$ cat src/include/csr_pkg.sv
/*
 * Package for the shutdown and reset-entry control block: constants, bus
 * cycle types and packed carriers shared by the control and cache modules.
 * Assumes a single processor clock and an asynchronous active-high reset.
 */
// Operation
// - Severe error enters shutdown, stops execution
// - Shutdown halt cycle drives address bit low
// - Only NMI or reset leaves shutdown
// - Maskable interrupt ignored during shutdown
// - Fetch starts at power-up address after reset
// - Descriptor use writes accessed bit back
// - Task switch reloads segments, table, task
// - Cached descriptors change only on load or reload
package csr_pkg;
    localparam int ADDR_W      = 24;
    localparam int SEL_W       = 16;
    localparam int DESC_W      = 48;
    localparam int NUM_SEG     = 4;
    localparam int SEG_IDX_W   = 2;
    localparam int ACC_BIT     = 40;          // Accessed bit in access-rights byte
    localparam int DESC_WR_OFS = 5;           // Byte offset of access-rights byte
    localparam logic [ADDR_W-1:0] POWER_UP_ADDR = 24'hFFFFF0;
    localparam logic [ADDR_W-1:0] ZERO_ADDR     = 24'h000000;
    localparam logic [ADDR_W-1:0] HALT_ADDR_SHUT = 24'h000000; // Bit one low
    localparam logic [ADDR_W-1:0] HALT_ADDR_HLT  = 24'h000002; // Bit one high
    localparam logic [SEL_W-1:0]  ZERO_SEL      = 16'h0000;
    localparam logic [DESC_W-1:0] ZERO_DESC     = 48'h000000000000;

    typedef enum logic [2:0] {
        CSR_CYC_IDLE,
        CSR_CYC_FETCH,
        CSR_CYC_HALT,
        CSR_CYC_DESC_WR
    } csr_cyc_t;

    typedef struct packed {
        csr_cyc_t          kind;
        logic [ADDR_W-1:0] addr;
        logic [7:0]        data;
        logic              valid;
    } csr_bus_t;

    typedef struct packed {
        logic [SEL_W-1:0]  sel;
        logic [DESC_W-1:0] desc;
    } csr_seg_t;
endpackage : csr_pkg

$ cat src/csr_desc_cache.sv
/*
 * Descriptor cache for segment, local table and task selector registers.
 * Assumes loads arrive one cycle wide from the control logic on ref_clk.
 */
`timescale 1ns/1ps
`default_nettype none
module csr_desc_cache #(
    parameter int NUM_SEG = csr_pkg::NUM_SEG
) (
    // Clock and reset
    input  wire logic                        ref_clk,
    input  wire logic                        sys_rst,
    input  wire logic                        clkEn,
    // Single-register load
    input  wire logic                        loadSeg,
    input  wire logic [csr_pkg::SEG_IDX_W-1:0] loadIdx,
    input  wire logic                        loadLdt,
    input  wire logic                        loadTask,
    input  wire csr_pkg::csr_seg_t           loadVal,
    // Whole-context reload on task switch
    input  wire logic                        reloadAll,
    input  wire csr_pkg::csr_seg_t [NUM_SEG-1:0] newSeg,
    input  wire csr_pkg::csr_seg_t           newLdt,
    input  wire csr_pkg::csr_seg_t           newTask,
    // Cached contents
    output csr_pkg::csr_seg_t [NUM_SEG-1:0]  segCache,
    output csr_pkg::csr_seg_t                local_table_selector_reg,
    output csr_pkg::csr_seg_t                task_selector_reg
);
    csr_pkg::csr_seg_t [NUM_SEG-1:0] next_segCache;
    csr_pkg::csr_seg_t next_ldt;
    csr_pkg::csr_seg_t next_task;

    // Entries change only on an explicit load or reload; memory edits are never seen
    genvar g;
    generate
        for (g = 0; g < NUM_SEG; g++) begin : gSeg
            always_comb begin
                next_segCache[g] = segCache[g];
                if (reloadAll) begin
                    next_segCache[g] = newSeg[g];
                end else if (loadSeg && loadIdx == csr_pkg::SEG_IDX_W'(g)) begin
                    next_segCache[g] = loadVal;
                end
            end
        end
    endgenerate

    // Local table and task selector next values
    always_comb begin
        next_ldt  = local_table_selector_reg;
        next_task = task_selector_reg;
        if (reloadAll) begin
            next_ldt  = newLdt;
            next_task = newTask;
        end else begin
            if (loadLdt) next_ldt = loadVal;
            if (loadTask) next_task = loadVal;
        end
    end

    // Register state
    always_ff @(posedge ref_clk or posedge sys_rst) begin
        if (sys_rst) begin
            segCache                 <= '0;
            local_table_selector_reg <= '0;
            task_selector_reg        <= '0;
        end else if (clkEn) begin
            segCache                 <= next_segCache;
            local_table_selector_reg <= next_ldt;
            task_selector_reg        <= next_task;
        end
    end
endmodule : csr_desc_cache
`default_nettype wire

$ cat src/csr_shutdown_ctrl.sv
/*
 * Shutdown, halt and reset-entry control of the processor core.
 * Assumes pins nmiPin and maskable_interrupt_input come from outside the
 * clock domain; all other inputs come from core logic on ref_clk.
 */
`timescale 1ns/1ps
`default_nettype none
module csr_shutdown_ctrl #(
    parameter int NUM_SEG = csr_pkg::NUM_SEG
) (
    // Clock, reset, enable
    input  wire logic                        ref_clk,
    input  wire logic                        sys_rst,
    input  wire logic                        clkEn,
    // External pins
    input  wire logic                        nmiPin,
    input  wire logic                        maskable_interrupt_input,
    // Core events
    input  wire logic                        severeError,
    input  wire logic                        halt_instruction,
    input  wire logic                        intEnable,
    input  wire logic                        descUse,
    input  wire logic [csr_pkg::ADDR_W-1:0]  descAddr,
    input  wire logic [7:0]                  descRights,
    input  wire logic                        busDone,
    // Descriptor loads
    input  wire logic                        loadSeg,
    input  wire logic [csr_pkg::SEG_IDX_W-1:0] loadIdx,
    input  wire logic                        loadLdt,
    input  wire logic                        loadTask,
    input  wire csr_pkg::csr_seg_t           loadVal,
    input  wire logic                        taskSwitch,
    input  wire csr_pkg::csr_seg_t [NUM_SEG-1:0] newSeg,
    input  wire csr_pkg::csr_seg_t           newLdt,
    input  wire csr_pkg::csr_seg_t           newTask,
    // Bus cycle request
    output csr_pkg::csr_bus_t                busReq,
    output logic                             address_bit_one,
    // Core status
    output logic                             running,
    output logic                             inShutdown,
    output logic                             inHalt,
    output logic                             nmiTaken,
    output logic                             intTaken,
    // Cached descriptors
    output csr_pkg::csr_seg_t [NUM_SEG-1:0]  segCache,
    output csr_pkg::csr_seg_t                local_table_selector_reg,
    output csr_pkg::csr_seg_t                task_selector_reg
);
    typedef enum logic [2:0] {
        ST_RESET_FETCH,
        ST_RUN,
        ST_HALT_CYC,
        ST_HALTED,
        ST_SHUT_CYC,
        ST_SHUTDOWN,
        ST_DESC_WR
    } csr_state_t;

    csr_state_t        state;
    csr_state_t        next_state;
    csr_pkg::csr_bus_t next_busReq;
    logic              next_addrBit;
    logic              next_nmiTaken;
    logic              next_intTaken;
    logic [2:0]        nmiSync;
    logic [2:0]        intSync;
    logic              nmiLvl;
    logic              intLvl;
    logic              nmiPrev;
    logic              next_nmiLvl;
    logic              next_intLvl;
    logic              nmiEdge;

    // Three-stage pin synchronisers; level follows once stages two and three agree
    always_ff @(posedge ref_clk or posedge sys_rst) begin
        if (sys_rst) begin
            nmiSync <= 3'h0;
            intSync <= 3'h0;
        end else if (clkEn) begin
            nmiSync <= {nmiSync[1:0], nmiPin};
            intSync <= {intSync[1:0], maskable_interrupt_input};
        end
    end

    // Filtered pin levels
    always_comb begin
        next_nmiLvl = (nmiSync[1] == nmiSync[2]) ? nmiSync[2] : nmiLvl;
        next_intLvl = (intSync[1] == intSync[2]) ? intSync[2] : intLvl;
    end

    assign nmiEdge = nmiLvl && !nmiPrev; // NMI is edge triggered

    // Control sequence next values
    always_comb begin
        next_state    = state;
        next_busReq   = '0;
        next_addrBit  = address_bit_one;
        next_nmiTaken = 1'b0;
        next_intTaken = 1'b0;
        unique case (state)
            ST_RESET_FETCH: begin
                next_busReq.kind  = csr_pkg::CSR_CYC_FETCH;
                next_busReq.addr  = csr_pkg::POWER_UP_ADDR;
                next_busReq.valid = 1'b1;
                if (busDone) next_state = ST_RUN;
            end
            ST_RUN: begin
                if (severeError) begin
                    next_state = ST_SHUT_CYC;
                end else if (nmiEdge) begin
                    next_nmiTaken = 1'b1;
                end else if (halt_instruction) begin
                    next_state = ST_HALT_CYC;
                end else if (descUse) begin
                    next_state = ST_DESC_WR;
                end else if (intLvl && intEnable) begin
                    next_intTaken = 1'b1;
                end
            end
            ST_DESC_WR: begin
                next_busReq.kind  = csr_pkg::CSR_CYC_DESC_WR;
                next_busReq.addr  = descAddr + csr_pkg::ADDR_W'(csr_pkg::DESC_WR_OFS);
                next_busReq.data  = descRights | 8'h01;
                next_busReq.valid = 1'b1;
                if (severeError) next_state = ST_SHUT_CYC;
                else if (busDone) next_state = ST_RUN;
            end
            ST_HALT_CYC: begin
                next_busReq.kind  = csr_pkg::CSR_CYC_HALT;
                next_busReq.addr  = csr_pkg::HALT_ADDR_HLT;
                next_busReq.valid = 1'b1;
                next_addrBit      = 1'b1;
                if (busDone) next_state = ST_HALTED;
            end
            ST_HALTED: begin
                if (nmiEdge) begin
                    next_nmiTaken = 1'b1;
                    next_state    = ST_RUN;
                end else if (intLvl && intEnable) begin
                    next_intTaken = 1'b1;
                    next_state    = ST_RUN;
                end
            end
            ST_SHUT_CYC: begin
                next_busReq.kind  = csr_pkg::CSR_CYC_HALT;
                next_busReq.addr  = csr_pkg::HALT_ADDR_SHUT;
                next_busReq.valid = 1'b1;
                next_addrBit      = 1'b0;
                if (busDone) next_state = ST_SHUTDOWN;
            end
            ST_SHUTDOWN: begin
                // Maskable interrupt requests are never looked at here
                if (nmiEdge) begin
                    next_nmiTaken = 1'b1;
                    next_state    = ST_RUN;
                end
            end
        endcase
        if (taskSwitch && state != ST_SHUTDOWN && state != ST_SHUT_CYC) begin
            next_state = next_state; // Reload happens in the cache
        end
    end

    // Register control state; reset forces the power-up fetch
    always_ff @(posedge ref_clk or posedge sys_rst) begin
        if (sys_rst) begin
            state           <= ST_RESET_FETCH;
            busReq          <= '0;
            address_bit_one <= 1'b0;
            running         <= 1'b0;
            inShutdown      <= 1'b0;
            inHalt          <= 1'b0;
            nmiTaken        <= 1'b0;
            intTaken        <= 1'b0;
            nmiLvl          <= 1'b0;
            intLvl          <= 1'b0;
            nmiPrev         <= 1'b0;
        end else if (clkEn) begin
            state           <= next_state;
            busReq          <= next_busReq;
            address_bit_one <= next_addrBit;
            running         <= (next_state == ST_RUN) || (next_state == ST_DESC_WR);
            inShutdown      <= (next_state == ST_SHUTDOWN) || (next_state == ST_SHUT_CYC);
            inHalt          <= (next_state == ST_HALTED) || (next_state == ST_HALT_CYC);
            nmiTaken        <= next_nmiTaken;
            intTaken        <= next_intTaken;
            nmiLvl          <= next_nmiLvl;
            intLvl          <= next_intLvl;
            nmiPrev         <= nmiLvl;
        end
    end

    // Descriptor caches, blocked during shutdown
    csr_desc_cache #(
        .NUM_SEG (NUM_SEG)
    ) uCache (
        .ref_clk                  (ref_clk),
        .sys_rst                  (sys_rst),
        .clkEn                    (clkEn),
        .loadSeg                  (loadSeg && running),
        .loadIdx                  (loadIdx),
        .loadLdt                  (loadLdt && running),
        .loadTask                 (loadTask && running),
        .loadVal                  (loadVal),
        .reloadAll                (taskSwitch && !inShutdown),
        .newSeg                   (newSeg),
        .newLdt                   (newLdt),
        .newTask                  (newTask),
        .segCache                 (segCache),
        .local_table_selector_reg (local_table_selector_reg),
        .task_selector_reg        (task_selector_reg)
    );
endmodule : csr_shutdown_ctrl
`default_nettype wire

$ cat config.mk
export PLATFORM = sky130hd
export DESIGN_NAME = csr_shutdown_ctrl
export DESIGN_NICKNAME = d
export VERILOG_FILES = /design/src/include/csr_pkg.sv /design/src/csr_desc_cache.sv /design/src/csr_shutdown_ctrl.sv
export SDC_FILE = /design/constraint.sdc
export NUM_CORES = 1
export LEC_CHECK = 0
export BUFFER_PORTS_ARGS = -buffer_cell sky130_fd_sc_hd__buf_2
export CORE_AREA = 2 2 359 361
export CTS_BUF_LIST = sky130_fd_sc_hd__clkbuf_4 sky130_fd_sc_hd__clkbuf_8
export DETAILED_ROUTE_END_ITERATION = 10
export DIE_AREA = 0 0 361 363
export PLACE_DENSITY = 0.3
export SETUP_SLACK_MARGIN = 0.4
export SLEW_MARGIN = 30
export SYNTH_ARGS = -nofsm -noshare
export SYNTH_HDL_FRONTEND = slang
export SYNTH_SLANG_ARGS = --single-unit
$ cat constraint.sdc
create_clock -name ref_clk -period 35.6 [get_ports ref_clk]
set_input_delay 7.12 -clock ref_clk [delete_from_list [all_inputs] [get_ports ref_clk]]
set_output_delay 7.12 -clock ref_clk [all_outputs]
set_load 0.01 [all_outputs]
==> impl_metrics.tcl, run 1 <==
set metrics [dict create \
    port_buffers 919 \
    vias_per_cell 3.91 \
    synth_cells 2020 \
    ant_nets 0 \
    syn-mean-instance-area_sq_um 9.29 \
    hpwl_um 82700 \
    grt_pass1_wl_um 150000 \
    yosys-top-cells-area "dfrtp_1 (58%), o21ai_0 (11%), a21oi_1 (10%)" \
    hold_path.class "register to register" \
    synth-xor-area-share 0.0103 \
    multi_input_area_sq_um 7170 \
    cts_resized 0 \
    post-place-cells 4490 \
    die_w_um 361 \
    min_period_ns 10.21 \
    nets 3422 \
    antenna_found_initial 42 \
    num_vias 18300 \
    synthMuxAreaShare 0.00360 \
    cts_root_buf "clkbuf_8" \
    wl_um 108000 \
    synth_warnings 0 \
    drv_cap 0 \
    synth_flop_cell "dfrtp_1" \
    synth_top_family_by_area "compound AO/OA/AOI/OAI gates" \
    finClkSkew_ns 0.0341 \
    coreArea_sq_um 127000 \
    cts_tree "yes" \
    synth-seq-area-share 0.582 \
    rows 131 \
    grt_overflow 0 \
    async_flop_share 1.00 \
    final-max-slew-violation-count 0 \
    min_period_over_period 0.287 \
    clock_latency_ns 0.76 \
    ys_types 52 \
    clock_path_buffers 3 \
    cts_setup_buffers 0 \
    ys_ff_latch 437 \
    finalInstanceArea_sq_um 27200 \
    arrival_ns 10.98 \
    netlist_area_sq_um 18800 \
    hold_viol_final 0 \
    synth_compound_area_frac 0.238 \
    grt_pass1_vias 19100 \
    cts_made_buffers 94 \
    required_ns 36.37 \
    drc 0 \
    vdd_ir_drop_max_mv 0.0290 \
    cp-start-kind "primary input" \
    syn_to_final_growth_pct 45.1 \
    endpoint_kind "asynchronous set/reset pin" \
    rsz0062_at_grt "no" \
    synth_nets 2517 \
    fmax_mhz 97.9 \
    largest_register_ffs 256 \
    grt_max_degree 134 \
    initial_core_util 0.148 \
    power_density_nw_per_um2 83.5 \
    status "finished, final reports clean" \
    crit_fanout 96 \
    synth_area_leader_cell "dfrtp_1" \
    clk_pin_slew_ns 0.06 \
    layout-drive-gt1-share 0.389 \
    postPlaceCellArea_sq_um 25100 \
    drtIter0Drc 951 \
    power.leakage_nw 13.3 \
    slew_headroom 0.347 \
    setup_viol 0 \
    yosys.cell_count.top_type "dfrtp_1" \
    grt_use_total 0.161 \
    ctsHoldBuffers 0 \
    dieArea_sq_um 131000 \
    gp_congestion 0.794 \
    synth_edf_count 0 \
    worstMarginPinSlew_ns 0.977 \
    fin_cells 4668 \
    worstSetupPathType "primary input to asynchronous set/reset pin" \
    wl_per_cell_um 23.2 \
    cts_max_level 3 \
    total_power_mw 2.27 \
    fin_tns_setup_ns 0 \
    yosys.area.top_type_share 0.582 \
    synthTopCellsByCount "dfrtp_1 (437), nand2_1 (410), o21ai_0 (403), a21oi_1 (393), clkbuf_1 (77)" \
    cts_sinks 437 \
    synth-adder-area-share 0.000666 \
    yosys.area_share.simple 0.124 \
    drt-pass1-iter-count 5 \
    io_pins 922 \
    seq_area_sq_um 10900 \
    die_y_um 363 \
    n_fill_cell 14300 \
]
==> worst max-delay path, stage by stage <==
cell   delay [ns]
buf_2        0.13
inv_8        0.44
buf_4        0.69
buf_4        0.70
buf_4        0.74
buf_4        0.76
==> final cells by class <==
| cell class | count | area share |
|---|---|---|
| Sequential cell | 437 | 0.401 |
| Multi-Input combinational cell | 1422 | 0.263 |
| Antenna cell | 11 | 0.00101 |
| Inverter | 11 | 0.00179 |
| Timing Repair Buffer | 959 | 0.181 |
| Clock buffer | 150 | 0.0680 |
| Clock inverter | 16 | 0.00703 |
| Tap cell | 1662 | 0.0763 |
==> report_power, final <==
part | total [mW] | internal, mW | switching, mW
Clock | 0.610 | 0.350 | 0.259
Sequential | 0.838 | 0.716 | 0.122
Combinational | 0.827 | 0.283 | 0.543
Total | 2.27 | 1.35 | 0.925
==> worst paths after layout <==
check / slack, ns / depth (start not counted) / end / startpoint
max: 25.39 / 6 / uCache.segCache[135] / sys_rst
min: 0.47 / 2 / uCache.segCache[158] / uCache.segCache[158]
max reg2reg: 31.79 / 7 / uCache.task_selector_reg[5] / inShutdown
min reg2reg: 0.47 / 2 / uCache.segCache[158] / uCache.segCache[158]
max in group ref_clk: 25.75 / 8 / uCache.task_selector_reg[5] / taskSwitch
min in group asynchronous: 6.44 / 2 / uCache.segCache[224] / sys_rst
==> cells by family (layout without fill, tap and decap cells) <==
family | after synthesis | count (layout)
AOI/OAI and AO/OA | 861 | 861
and+or+nand+nor | 531 | 531
DFF | 437 | 437
buffers and inverters | 161 | 1136
xor gates and xnor gates | 22 | 22
muxes | 6 | 6
adders and majority gates | 1 | 1
other | 1 | 12
==> placed cells by master, fill, tap and decap left out, types with 13 or more instances in the layout <==
| cell type | n |
|---|---|
| nand2_1 | 410 |
| clkbuf_8 | 116 |
| buf_4 | 36 |
| nor2_1 | 13 |
| clkbuf_4 | 34 |
| dfrtp_1 | 437 |
| nor2b_1 | 51 |
| xor2_1 | 15 |
| nor2b_2 | 16 |
| o2bb2ai_1 | 14 |
| o21ai_0 | 402 |
| a21boi_0 | 16 |
| a21oi_1 | 393 |
| o21ai_1 | 14 |
| buf_2 | 919 |
==> metal layers <==
layer / GRT usage / part of all wire / wire, um / vias up
met3: 0.0574 / 0.084 / 9070 / 164
met5: 0 / 0.0021 / 228 / -
li1: - / - / - / 8774
met1: 0.186 / 0.39 / 42700 / 8617
met4: 0.0361 / 0.020 / 2170 / 34
met2: 0.284 / 0.50 / 54200 / 672
==> per-stage QoR <==
stage                      util  setup slack (ns)  hold slack (ns)
after global placement    0.198             24.26            0.458
after floorplan               -             16.31            0.472
final                     0.214             25.39            0.470
after global routing      0.214             24.91            0.491
after detailed placement  0.198             24.32            0.464
after CTS                 0.214             25.18            0.477
Note: power is estimated with default switching activity, not from simulation.
==> run 2, diff against run 1 <==
- PLACE_DENSITY: 0.3 -> 0.31
- clock period: 35.6 -> 8.9 ns (I/O delays scaled with it)
==> impl_metrics.tcl, run 2 (synthesized netlist as in run 1, its figures left out) <==
set metrics [dict create \
    internal_power_mw 5.42 \
    arrival_ns 4.46 \
    setup_viol 0 \
    slew_headroom 0.352 \
    fin_tns_setup_ns 0 \
    grt_overflow 0 \
    nets 3416 \
    cts_sinks 437 \
    antenna_found_initial 42 \
    cts_max_level 3 \
    cts_tree "yes" \
    power_frac_clock 0.269 \
    grt_pass1_vias 18900 \
    finalWorstSetupSlack_ns 5.02 \
    cts_made_buffers 93 \
    min_period_ns 3.88 \
    fmax_mhz 258 \
    initial_core_util 0.148 \
    rows 131 \
    met1Wirelength_um 40200 \
    worstSetupPathType "primary input to register" \
    drt-pass1-iter-count 5 \
    grt_max_degree 138 \
    final_cell_mix "buf_2 (919), dfrtp_1 (437), nand2_1 (410), o21ai_0 (402), a21oi_1 (393)" \
    endpoint_kind "register" \
    die_y_um 363 \
    vias_per_cell 3.96 \
    p_switching_mw 3.61 \
    io_pins 922 \
    wl_um 105000 \
    die_w_um 361 \
    hold_path.class "register to register" \
    postPlaceCellArea_sq_um 25200 \
    status "finished, final reports clean" \
    rsz0062_at_grt "no" \
    clock_latency_ns 0.77 \
    highest_layer "met5" \
    largest_register_ffs 256 \
    ctsHoldBuffers 0 \
    finalInstanceArea_sq_um 27300 \
    cts_root_buf "clkbuf_8" \
    power.leakage_nw 13.3 \
    power_density_nw_per_um2 331 \
    gp_congestion 0.772 \
    ant_nets 0 \
    p_sw_frac 0.400 \
    port_buffers 919 \
    n_fill_cell 14400 \
    finClkSkew_ns 0.0438 \
    pwr-share-comb 0.359 \
    worstMarginPinSlew_ns 0.971 \
    syn_to_final_growth_pct 45.2 \
    multi_input_area_sq_um 7170 \
    drtIter0Drc 1138 \
    drv_cap 0 \
    layout-drive-gt1-share 0.388 \
    drc 0 \
    cts_resized 0 \
    vdd_ir_drop_max_mv 0.124 \
    hold_viol_final 0 \
    total_power_mw 9.03 \
    dieArea_sq_um 131000 \
    crit_fanout 135 \
    grt_pass1_wl_um 146000 \
    coreArea_sq_um 127000 \
    grt_use_total 0.156 \
    layout_commonest_cell "buf_2" \
    clk_pin_slew_ns 0.05 \
    clock_path_buffers 3 \
    wl_met3_um 9650 \
    cp-start-kind "primary input" \
    seqPwrFrac 0.372 \
    required_ns 9.48 \
    num_vias 18500 \
    dpl_worst_slack_ns 4.26 \
    wl_met2_um 52200 \
    min_period_over_period 0.436 \
    wl_per_cell_um 22.6 \
    cts_setup_buffers 0 \
    final-max-slew-violation-count 0 \
    hpwl_um 79500 \
    seq_area_sq_um 10900 \
]
## run 2: cell types whose count changed in the layout (fill, tap and decap cells not counted), sizes merged
cell | before | now
buf | 959 | 954
diode | 11 | 16
clkinvlp | 5 | 1
clkbuf | 150 | 152
bufinv | 3 | 4
clkinv | 6 | 5
## run 2: through the flow
stage | hold slack [ns] | util | cells
floorplan | 0.472 | - | 2020
global placement | 0.460 | 0.198 | 4485
detailed placement | 0.465 | 0.198 | 4485
CTS | 0.477 | 0.214 | 4649
global route | 0.492 | 0.214 | 4655
finish | 0.469 | 0.215 | 4666
## run 2: worst max-delay path, cell delays in order
cell,delay [ns]
buf_2,0.10
nor2b_4,0.47
buf_12,0.42
buf_12,0.48
nor2b_1,0.39
a21oi_1,0.37
o21ai_0,0.13
## run 2: worst paths after layout
| check | from | to | slack, ns | cells past startpoint |
|---|---|---|---|---|
| worst min-delay path | uCache.segCache[196] | uCache.segCache[196] | 0.47 | 2 |
| min in group asynchronous | sys_rst | busReq[7] | 1.01 | 2 |
| worst max register to register | inShutdown | uCache.segCache[63] | 5.70 | 6 |
| max in group asynchronous | sys_rst | uCache.local_table_selector_reg[59] | 6.02 | 5 |
| worst max-delay path | taskSwitch | uCache.segCache[63] | 5.02 | 7 |
| worst min register to register | uCache.segCache[196] | uCache.segCache[196] | 0.47 | 2 |
## run 2: layout make-up
class,instances,area share
flip-flops and latches,437,0.401
multi-input cells,1422,0.263
repair buffers,954,0.182
well taps,1662,0.0763
clock buffers,152,0.0680
clock inverters,12,0.00638
inverters,11,0.00165
diodes,16,0.00147
## run 2: per-layer routing
layer  vias up  global-route usage
met5         -                   0
met4        28              0.0496
met3       169              0.0611
met2       732               0.270
met1      8761               0.175
li1       8766                   -
## run 2: power groups by stage
| stage | sequential [mW] | combinational, mW | clock [mW] |
|---|---|---|---|
| floorplan | 3.76 | 1.09 | 0 |
| global placement | 3.39 | 3.36 | 0 |
| detailed placement | 3.39 | 3.34 | 0 |
| CTS | 3.37 | 3.34 | 2.55 |
| global route | 3.49 | 3.58 | 2.64 |
| finish | 3.36 | 3.24 | 2.43 |
